**config.mk**
```make
export PLATFORM = sky130hd
export DESIGN_NAME = qspi_irq_tap_status_cfg
export DESIGN_NICKNAME = d
export VERILOG_FILES = /design/src/common/qspi_poll_pkg.sv /design/src/common/poll_if.sv /design/src/design/flash_status_poller.sv /design/src/design/qspi_irq_tap_status_cfg.sv
export SDC_FILE = /design/constraint.sdc
export NUM_CORES = 1
export LEC_CHECK = 0
export BUFFER_PORTS_ARGS = -buffer_cell sky130_fd_sc_hd__buf_4
export CORE_ASPECT_RATIO = 0.75
export CORE_MARGIN = 2
export CORE_UTILIZATION = 55
export DETAILED_ROUTE_END_ITERATION = 8
export PLACE_DENSITY = 0.89
export SYNTH_ARGS = -nofsm -noshare
export SYNTH_HDL_FRONTEND = slang
export SYNTH_SLANG_ARGS = --single-unit
export TNS_END_PERCENT = 1
```
**constraint.sdc**
```tcl
create_clock -name hclk -period 2.5 [get_ports hclk]
set_input_delay 0.5 -clock hclk [delete_from_list [all_inputs] [get_ports hclk]]
set_output_delay 0.5 -clock hclk [all_outputs]
set_load 0.01 [all_outputs]
```
**src/common/qspi_poll_pkg.sv**
```systemverilog
package qspi_poll_pkg;
  // Register byte offsets.
  localparam logic [7:0] OFS_SIG_EN = 8'h00;
  localparam logic [7:0] OFS_TAP    = 8'h04;
  localparam logic [7:0] OFS_STAT   = 8'h08;
  localparam logic [7:0] OFS_POLL   = 8'h0c;
  localparam logic [7:0] OFS_THR    = 8'h10;
  localparam logic [2:0] SIZE_WORD  = 3'h2;
  // Interrupt signal enable layout.
  localparam int         SIG_EN_W   = 12;
  localparam int         EV_DMA_LSB = 9;
  localparam int         EV_CTHR    = 8;
  localparam int         EV_BUF_W   = 8;
  // Tap control layout.
  localparam int         CLKIN_LSB  = 8;
  localparam int         CLKIN_W    = 6;
  localparam int         DOUT_LSB   = 4;
  localparam int         COUT_LSB   = 0;
  localparam int         TAP4_W     = 4;
  // Flash status poll configuration layout.
  localparam int         OPC_LSB    = 0;
  localparam int         SDATA_LSB  = 8;
  localparam int         BYTES_LSB  = 16;
  localparam int         LANE_LSB   = 18;
  localparam int         POS_BIT    = 20;
  // Poll control and threshold layout.
  localparam int         POLL_GO    = 0;
  localparam int         POLL_ACT   = 0;
  localparam int         POLL_RDY   = 1;
  localparam int         THR_W      = 5;
  localparam logic [1:0] LANE_SINGLE = 2'h0;
  localparam logic [1:0] LANE_DUAL   = 2'h1;
  localparam logic [1:0] LANE_QUAD   = 2'h2;
  localparam logic [1:0] BYTES_ONE   = 2'h1;
  localparam logic [1:0] BYTES_TWO   = 2'h2;
  localparam logic [2:0] BUSY_HI_BIT = 3'h7;
  localparam logic [2:0] BUSY_LO_BIT = 3'h0;
  localparam logic [4:0] CMD_BITS    = 5'h08;
  localparam logic [4:0] RD1_BITS    = 5'h08;
  localparam logic [4:0] RD2_BITS    = 5'h10;
  // Chip select high time between two polls.
  localparam int         CLK_PERIOD_NS = 5;
  localparam int         CS_HIGH_NS    = 50;
  localparam int         CS_GAP_CYC    = (CS_HIGH_NS + CLK_PERIOD_NS - 1) / CLK_PERIOD_NS;
  localparam logic [3:0] CS_GAP_LAST   = 4'(CS_GAP_CYC - 1);
  typedef enum logic [3:0] {
    P_IDLE = 4'b0001,
    P_CMD  = 4'b0010,
    P_READ = 4'b0100,
    P_GAP  = 4'b1000
  } poll_state_e;
endpackage : qspi_poll_pkg

```
**src/common/poll_if.sv**
```systemverilog
`timescale 1ns/10ps
interface poll_if;
  logic       start;
  logic [7:0] opcode;
  logic [1:0] lane;
  logic [1:0] nbytes;
  logic       busy_pos;
  logic       active;
  logic       done;
  logic       upd;
  logic [7:0] status;
  logic       sck;
  logic       cs_n;
  logic [3:0] dq_out;
  logic [3:0] dq_oe;
  logic [3:0] dq_in;
  modport ctrl (output start, opcode, lane, nbytes, busy_pos, dq_in,
                input active, done, upd, status, sck, cs_n, dq_out, dq_oe);
  modport eng  (input start, opcode, lane, nbytes, busy_pos, dq_in,
                output active, done, upd, status, sck, cs_n, dq_out, dq_oe);
endinterface : poll_if

```
**src/design/flash_status_poller.sv**
```systemverilog
`timescale 1ns/10ps
module flash_status_poller
  import qspi_poll_pkg::*;
(
  input wire logic hclk,
  input wire logic hresetn,
  poll_if.eng      pif
);
  typedef struct packed {
    poll_state_e st;
    logic        sck_hi;
    logic        again;
    logic [4:0]  cnt;
    logic [7:0]  tx;
    logic [15:0] rx;
    logic [3:0]  gap;
    logic        sck;
    logic        cs_n;
    logic [3:0]  dq_out;
    logic [3:0]  dq_oe;
    logic        done;
    logic        upd;
    logic [7:0]  status;
  } eng_s;

  eng_s       r;
  eng_s       n;
  logic [1:0] sh;
  logic [7:0] cap;

  function automatic logic [3:0] lane_bits(input logic [7:0] v, input logic [1:0] s);
    case (s)
      2'h0:    lane_bits = {3'h0, v[7]};
      2'h1:    lane_bits = {2'h0, v[7:6]};
      default: lane_bits = v[7:4];
    endcase
  endfunction : lane_bits

  always_comb begin
    n = r;
    n.done = 1'b0;
    n.upd = 1'b0;
    cap = 8'h00;
    case (pif.lane)
      LANE_DUAL: sh = 2'h1;
      LANE_QUAD: sh = 2'h2;
      default:   sh = 2'h0;
    endcase
    case (r.st)
      P_IDLE: begin
        if (pif.start || r.again) begin
          n.st = P_CMD;
          n.again = 1'b0;
          n.cs_n = 1'b0;
          n.sck_hi = 1'b0;
          n.tx = pif.opcode;
          n.cnt = CMD_BITS >> sh;
          n.dq_out = lane_bits(pif.opcode, sh);
          n.dq_oe = (sh == 2'h0) ? 4'h1 : ((sh == 2'h1) ? 4'h3 : 4'hf);
        end
      end
      P_CMD: begin
        n.sck_hi = ~r.sck_hi;
        n.sck = ~r.sck_hi;
        if (r.sck_hi) begin
          n.tx = r.tx << (4'h1 << sh);
          n.dq_out = lane_bits(n.tx, sh);
          n.cnt = r.cnt - 5'h01;
          if (r.cnt == 5'h01) begin
            n.st = P_READ;
            n.cnt = ((pif.nbytes == BYTES_TWO) ? RD2_BITS : RD1_BITS) >> sh;
            n.dq_oe = 4'h0;
            n.dq_out = 4'h0;
          end
        end
      end
      P_READ: begin
        n.sck_hi = ~r.sck_hi;
        n.sck = ~r.sck_hi;
        if (r.sck_hi) begin
          case (sh)
            2'h0:    n.rx = {r.rx[14:0], pif.dq_in[1]};
            2'h1:    n.rx = {r.rx[13:0], pif.dq_in[1:0]};
            default: n.rx = {r.rx[11:0], pif.dq_in};
          endcase
          n.cnt = r.cnt - 5'h01;
          if (r.cnt == 5'h01) begin
            cap = (pif.nbytes == BYTES_TWO) ? n.rx[15:8] : n.rx[7:0];
            n.status = cap;
            n.upd = 1'b1;
            n.cs_n = 1'b1;
            if (cap[pif.busy_pos ? BUSY_HI_BIT : BUSY_LO_BIT]) begin
              n.st = P_GAP;
              n.gap = CS_GAP_LAST;
            end else begin
              n.st = P_IDLE;
              n.done = 1'b1;
            end
          end
        end
      end
      P_GAP: begin
        n.gap = r.gap - 4'h1;
        if (r.gap == 4'h0) begin
          n.st = P_IDLE;
          n.again = 1'b1;
        end
      end
      default: n.st = P_IDLE;
    endcase
  end

  always_ff @(posedge hclk or negedge hresetn) begin
    if (!hresetn) begin
      r <= '{st: P_IDLE, cs_n: 1'b1, default: '0};
    end else begin
      r <= n;
    end
  end

  assign pif.active = (r.st != P_IDLE) || r.again;
  assign pif.done   = r.done;
  assign pif.upd    = r.upd;
  assign pif.status = r.status;
  assign pif.sck    = r.sck;
  assign pif.cs_n   = r.cs_n;
  assign pif.dq_out = r.dq_out;
  assign pif.dq_oe  = r.dq_oe;
endmodule : flash_status_poller

```
**src/design/qspi_irq_tap_status_cfg.sv**
```systemverilog
`timescale 1ns/10ps
// Behaviour
// - Enable bit 11 gates the DMA bus error event onto the interrupt.
// - Enable bit 10 gates the packet-done event onto the interrupt.
// - Enable bit 9 gates the descriptor-done event onto the interrupt.
// - Control buffer enables: threshold bit 8, empty bit 7, full bit 6.
// - Receive buffer enables: threshold bit 5, full bit 4, empty bit 3.
// - Enables are active high, reset to zero, bits 31 to 12 read zero.
// - Sample clock delay is the 6-bit field plus one taps.
// - Outgoing data delay is the 4-bit field plus one taps.
// - Outgoing clock delay is the 4-bit field plus one taps.
// - Busy bit is status bit 7 when the position select is one, else bit 0.
// - Status command lane mode: 00 single, 01 dual, 10 quad, 11 reserved.
// - Status read is one byte for 01, two bytes for 10.
// - Captured flash status sits in bits 15 to 8 of the poll config.
// - Tap control bits 31 to 14 read as zero.
// - Poll config bits 31 to 21 read as zero; fields reset to zero.
// - Control threshold event rises when free space reaches the threshold.
module qspi_irq_tap_status_cfg
  import qspi_poll_pkg::*;
(
  input  wire logic                 hclk,
  input  wire logic                 hresetn,
  input  wire logic                 hsel,
  input  wire logic [31:0]          haddr,
  input  wire logic [1:0]           htrans,
  input  wire logic                 hwrite,
  input  wire logic [2:0]           hsize,
  input  wire logic [31:0]          hwdata,
  input  wire logic                 hready,
  output logic      [31:0]          hrdata,
  output logic                      hreadyout,
  output logic                      hresp,
  input  wire logic [2:0]           dma_events,
  input  wire logic [EV_BUF_W-1:0]  buf_events,
  input  wire logic [THR_W-1:0]     ctrl_buf_free,
  output logic                      irq,
  output logic      [CLKIN_W:0]     sample_clock_taps,
  output logic      [TAP4_W:0]      outgoing_data_taps,
  output logic      [TAP4_W:0]      outgoing_clock_taps,
  output logic                      flash_sck,
  output logic                      flash_cs_n,
  output logic      [3:0]           flash_dq_out,
  output logic      [3:0]           flash_dq_oe,
  input  wire logic [3:0]           flash_dq_in
);
  typedef struct packed {
    logic [SIG_EN_W-1:0] sig_en;
    logic [CLKIN_W-1:0]  clkin_dly;
    logic [TAP4_W-1:0]   dout_dly;
    logic [TAP4_W-1:0]   cout_dly;
    logic                busy_pos;
    logic [1:0]          lane;
    logic [1:0]          nbytes;
    logic [7:0]          stat_data;
    logic [7:0]          opcode;
    logic [THR_W-1:0]    thresh;
    logic                ready;
    logic                start;
    logic                dp_wr;
    logic                dp_rd;
    logic [7:0]          dp_addr;
    logic [31:0]         hrdata;
    logic                hreadyout;
    logic                hresp;
    logic                thr_evt;
    logic                irq;
    logic [CLKIN_W:0]    in_taps;
    logic [TAP4_W:0]     dout_taps;
    logic [TAP4_W:0]     cout_taps;
  } cfg_state_s;

  cfg_state_s          r;
  cfg_state_s          n;
  logic                acc;
  logic [SIG_EN_W-1:0] flags;
  logic [SIG_EN_W-1:0] gated;

  poll_if pif ();

  flash_status_poller u_poller (
    .hclk    (hclk),
    .hresetn (hresetn),
    .pif     (pif)
  );

  assign pif.start    = r.start;
  assign pif.opcode   = r.opcode;
  assign pif.lane     = r.lane;
  assign pif.nbytes   = r.nbytes;
  assign pif.busy_pos = r.busy_pos;
  assign pif.dq_in    = flash_dq_in;

  assign flags = {dma_events, r.thr_evt, buf_events};

  genvar g;
  generate
    for (g = 0; g < SIG_EN_W; g++) begin : g_gate
      assign gated[g] = flags[g] & r.sig_en[g];
    end
  endgenerate

  function automatic logic [31:0] rd_word(input logic [7:0] a, input cfg_state_s s,
                                          input logic act);
    rd_word = 32'h0000_0000;
    case (a)
      OFS_SIG_EN: rd_word[SIG_EN_W-1:0] = s.sig_en;
      OFS_TAP: begin
        rd_word[CLKIN_LSB +: CLKIN_W] = s.clkin_dly;
        rd_word[DOUT_LSB +: TAP4_W] = s.dout_dly;
        rd_word[COUT_LSB +: TAP4_W] = s.cout_dly;
      end
      OFS_STAT: begin
        rd_word[POS_BIT] = s.busy_pos;
        rd_word[LANE_LSB +: 2] = s.lane;
        rd_word[BYTES_LSB +: 2] = s.nbytes;
        rd_word[SDATA_LSB +: 8] = s.stat_data;
        rd_word[OPC_LSB +: 8] = s.opcode;
      end
      OFS_POLL: begin
        rd_word[POLL_ACT] = act;
        rd_word[POLL_RDY] = s.ready;
      end
      OFS_THR: rd_word[THR_W-1:0] = s.thresh;
      default: rd_word = 32'h0000_0000;
    endcase
  endfunction : rd_word

  always_comb begin
    n = r;
    n.start = 1'b0;
    // Reads take one wait state so that read data always leave a flip-flop.
    acc = hsel && htrans[1] && hready;
    n.dp_wr = acc && hwrite && (hsize == SIZE_WORD);
    n.dp_rd = acc && !hwrite;
    n.dp_addr = acc ? haddr[7:0] : r.dp_addr;
    n.hreadyout = !(acc && !hwrite);
    n.hresp = 1'b0;
    if (r.dp_rd) begin
      // The start and done cycles read as busy, so ready is never seen stale.
      n.hrdata = rd_word(r.dp_addr, r, pif.active || pif.done || r.start);
    end
    if (r.dp_wr) begin
      case (r.dp_addr)
        OFS_SIG_EN: n.sig_en = hwdata[SIG_EN_W-1:0];
        OFS_TAP: begin
          n.clkin_dly = hwdata[CLKIN_LSB +: CLKIN_W];
          n.dout_dly = hwdata[DOUT_LSB +: TAP4_W];
          n.cout_dly = hwdata[COUT_LSB +: TAP4_W];
        end
        OFS_STAT: begin
          n.busy_pos = hwdata[POS_BIT];
          n.lane = hwdata[LANE_LSB +: 2];
          n.nbytes = hwdata[BYTES_LSB +: 2];
          n.stat_data = hwdata[SDATA_LSB +: 8];
          n.opcode = hwdata[OPC_LSB +: 8];
        end
        OFS_POLL: begin
          if (hwdata[POLL_GO] && !pif.active && !pif.done) begin
            n.start = 1'b1;
            n.ready = 1'b0;
          end
        end
        OFS_THR: n.thresh = hwdata[THR_W-1:0];
        default: n = n;
      endcase
    end
    // poller result wins over a write.
    if (pif.upd) begin
      n.stat_data = pif.status;
    end
    if (pif.done) begin
      n.ready = 1'b1;
    end
    n.thr_evt = (ctrl_buf_free >= r.thresh);
    n.irq = |gated;
    n.in_taps = {1'b0, r.clkin_dly} + 7'h01;
    n.dout_taps = {1'b0, r.dout_dly} + 5'h01;
    n.cout_taps = {1'b0, r.cout_dly} + 5'h01;
  end

  always_ff @(posedge hclk or negedge hresetn) begin
    if (!hresetn) begin
      r <= '{hreadyout: 1'b1, in_taps: 7'h01, dout_taps: 5'h01, cout_taps: 5'h01,
             default: '0};
    end else begin
      r <= n;
    end
  end

  assign hrdata              = r.hrdata;
  assign hreadyout           = r.hreadyout;
  assign hresp               = r.hresp;
  assign irq                 = r.irq;
  assign sample_clock_taps   = r.in_taps;
  assign outgoing_data_taps  = r.dout_taps;
  assign outgoing_clock_taps = r.cout_taps;
  assign flash_sck           = pif.sck;
  assign flash_cs_n          = pif.cs_n;
  assign flash_dq_out        = pif.dq_out;
  assign flash_dq_oe         = pif.dq_oe;
endmodule : qspi_irq_tap_status_cfg

```
==> summary.md <==
| Metric | Value |
|---|---|
| TNS Setup | `0 ns` |
| CTS Sinks | `162` |
| Slew HR | `0.390` |
| CTS Buf Count | `17` |
| Post-Synthesis Cells | `756` |
| 1st-iter DRT viols | `716` |
| Via density per instance | `6.22` |
| Distinct cells, synth | `61` |
| Final hold vios | `1` |
| Worst r2r path cells | `8` |
| RSZ-0062 raised after global routing | `no` |
| Total congestion overflow | `0` |
| Peak VDD IR | `0.000537 V` |
| Vias in the first global route | `6537` |
| Slew Viols, Final | `0` |
| Outcome | `finished with violations` |
| Dominant synthesized flop cell | `dfrtp_1` |
| Crit start category | `register` |
| Worst skew pair latency | `0.43 ns` |
| Setup violators final | `0` |
| Total GRT Usage | `0.277` |
| ANT cells | `0` |
| WP data required | `2.82 ns` |
| Hold crit path type | `in2async` |
| Initial antenna violation count | `0` |
| DRC Markers | `0` |
| Total power | `7.50 mW` |
| Share of synthesized registers carrying an async set or reset | `1.00` |
| Fillers | `1058` |
| Final HPWL DP | `14700 um` |
| Die Y | `110 um` |
| Failing checks | `negative hold slack` |
| Port bufs | `107` |
| Placed Area | `9000 sq um` |
| Share of post-route cells with drive strength above 1 | `0.280` |
| Post-synth EDFFs | `0` |
| Clock-pin slew on the worst setup and hold paths | `0.07 ns` |
| GPL Wtd Cong | `0.893` |
| Slew at the pin closest to its max-slew limit | `0.902 ns` |
| Tcrit/Tclk final | `0.925` |
| CTS root buf | `clkbuf_16` |
| GR Util met1 | `0.364` |
| Yosys warnings | `0` |
| Minimum clock period | `2.31 ns` |
| Lkg Pwr | `4.42 nW` |
| DRT Pass-1 Iters | `5` |
| Largest net degree at the start of global routing | `53` |
| Met3 GRT Util | `0.0819` |
| Max Cap Viol | `0` |
| Worst Hold Slack | `-0.000875 ns` |
| GR Util met2 | `0.447` |
| Arr. time, crit path | `2.63 ns` |
| Cell Pwr Density | `780 nW/um^2` |
| Busiest grt layer | `met2` |
| Core Area | `14500 sq um` |
| First-pass GRT wire length | `34400 um` |
| Seq/Total Area, Yosys | `0.493` |
| Max Freq | `0.432 GHz` |
| WL/cell | `20.5 um` |
| Mapped cell area | `8240 sq um` |
| Layout area overhead | `16.7%` |
| Die Area | `16000 sq um` |
| Final core utilization | `0.660` |
| Clock skew | `0.0126 ns` |
| FF+latch count, synth | `162` |
| Post-CTS setup buffer count | `0` |
| FP Rows | `38` |
| Syn avg cell area | `10.9 sq um` |
| CP endpoint kind | `register` |
| Initial cell density of the core | `0.566` |
| Detailed Route WL | `21300 um` |
| Critical path type | `reg2reg` |
| TritonCTS clock tree | `yes` |
| Clock buffer depth | `2` |
| I/O pin count | `156` |
| H-Tree Depth | `4` |
| Final antenna-violating net count | `0` |
| Routed vias | `6472` |
| # nets final | `938` |
| Worst Path Max Fanout | `8` |
| Fin area | `9610 sq um` |
| Chip width | `145 um` |
-- power by group --
| group | internal (mW) | switching [mW] | total [mW] |
|---|---|---|---|
| combinational | 0.748 | 0.757 | 1.51 |
| clock | 1.57 | 1.11 | 2.68 |
| sequential | 2.94 | 0.370 | 3.31 |
-- sequential cells by signal, summed over array words and instances, names as in the netlist, 2 cells and up --
| name | cells |
|---|---|
| u_poller.pif.dq_oe | 3 |
| hrdata | 21 |
| outgoing_clock_taps | 5 |
| outgoing_data_taps | 5 |
| pif.nbytes | 2 |
| u_poller.pif.dq_out | 4 |
| r | 50 |
| u_poller.pif.status | 8 |
| u_poller.r | 38 |
| pif.lane | 2 |
| sample_clock_taps | 7 |
| pif.opcode | 8 |
-- final timing paths --
path                                    from                      to  slack, ns
max                              pif.lane[0]  u_poller.pif.dq_out[1]       0.19
min                                  hresetn             pif.lane[1]    -0.0009
max reg2reg                      pif.lane[0]  u_poller.pif.dq_out[1]       0.19
min reg2reg                u_poller.pif.cs_n       u_poller.pif.cs_n       0.47
max in group asynchronous            hresetn          u_poller.r[55]       1.73
min in group hclk                 hwdata[17]           pif.nbytes[1]       0.28
-- synth_stat cells (all sizes together) (3+ instances only) --
master   instances  share of area
a21o             7         0.0064
a21oi           27          0.016
a221o            7         0.0085
a221oi           4         0.0043
a22o            20          0.021
a22oi           21          0.019
a31oi            3         0.0023
and2             3         0.0023
and3             6         0.0046
buf             73          0.062
clkbuf          25          0.011
dfrtp          156           0.47
dfstp            6          0.019
ha              17          0.026
inv             20         0.0091
mux2            66          0.090
mux2i           29          0.035
mux4             3         0.0082
nand2           57          0.026
nand2b           4         0.0030
nand3           15         0.0097
nor2            36          0.016
nor2b            7         0.0053
nor3             9         0.0068
nor4b            5         0.0061
o211ai           3         0.0027
o21a             7         0.0064
o21ai           55          0.033
o221ai           3         0.0032
o22ai            8         0.0061
o2bb2ai         10          0.011
o41ai            4         0.0043
or3              3         0.0029
or4b             4         0.0049
xnor2            8         0.0085
xor2             4         0.0043
-- per-layer routing --
metal,vias up,wire [um],share of wire
met5,-,0,0
li1,2799,-,-
met2,404,9990,0.47
met1,3215,8690,0.41
met3,54,2160,0.10
met4,0,477,0.022
-- through the flow --
stage | setup WS, ns | instances
after floorplan | 0.419 | 767
after global placement | 0.220 | 1008
after detailed placement | 0.200 | 1008
after CTS | 0.186 | 1040
after global routing | 0.0125 | 1040
final | 0.187 | 1040
-- cell type report --
cell class / instances / area, sq um / area share
tap: 200 / 250 / 0.0260
multi-input combinational: 486 / 3540 / 0.368
clock buffer: 20 / 467 / 0.0486
sequential: 162 / 4060 / 0.423
clock inverter: 12 / 143 / 0.0148
timing repair buffer: 139 / 1070 / 0.112
inverter: 21 / 78.8 / 0.00820
-- cells by family (layout without fill, tap and decap cells) --
kind of cell / count (synthesis) / after routing / share of synthesized area
flip-flops: 162 / 162 / 0.493
adder cells (fa/ha/maj): 18 / 18 / 0.0270
AO/OA/AOI/OAI: 186 / 186 / 0.152
buffers and inverters: 119 / 192 / 0.0828
other: 1 / 12 / 0.000455
multiplexers: 98 / 98 / 0.134
XOR/XNOR: 12 / 12 / 0.0128
AND/OR/NAND/NOR: 160 / 160 / 0.0980
-- what timing repair did --
action	CTS	global route
hold buffers	0	0
resized for setup	0	1
endpoints found under the setup margin	0	3
-- cells in the final DEF, fill, tap and decap left out, types with 17 or more instances in the layout --
cell       netlist  layout
nor2_1          36      36
buf_4           58     136
mux2_2          44      44
a22oi_1         21      21
inv_1           20      20
clkbuf_16        0      17
mux2i_1         29      29
a21oi_1         27      27
a22o_1          20      20
ha_1            17      17
o21ai_0         55      55
nand2_1         57      57
dfrtp_1        156     156
mux2_1          22      22
-- worst max-delay path: stages (launching register included) --
cell     delay [ns]
dfrtp_1        0.43
inv_1          0.06
ha_1           0.44
buf_4          0.22
mux4_2         0.50
a21o_1         0.17
nand3_1        0.07
o21ai_0        0.10
a22o_1         0.21
(Power assumes the default switching activity.)
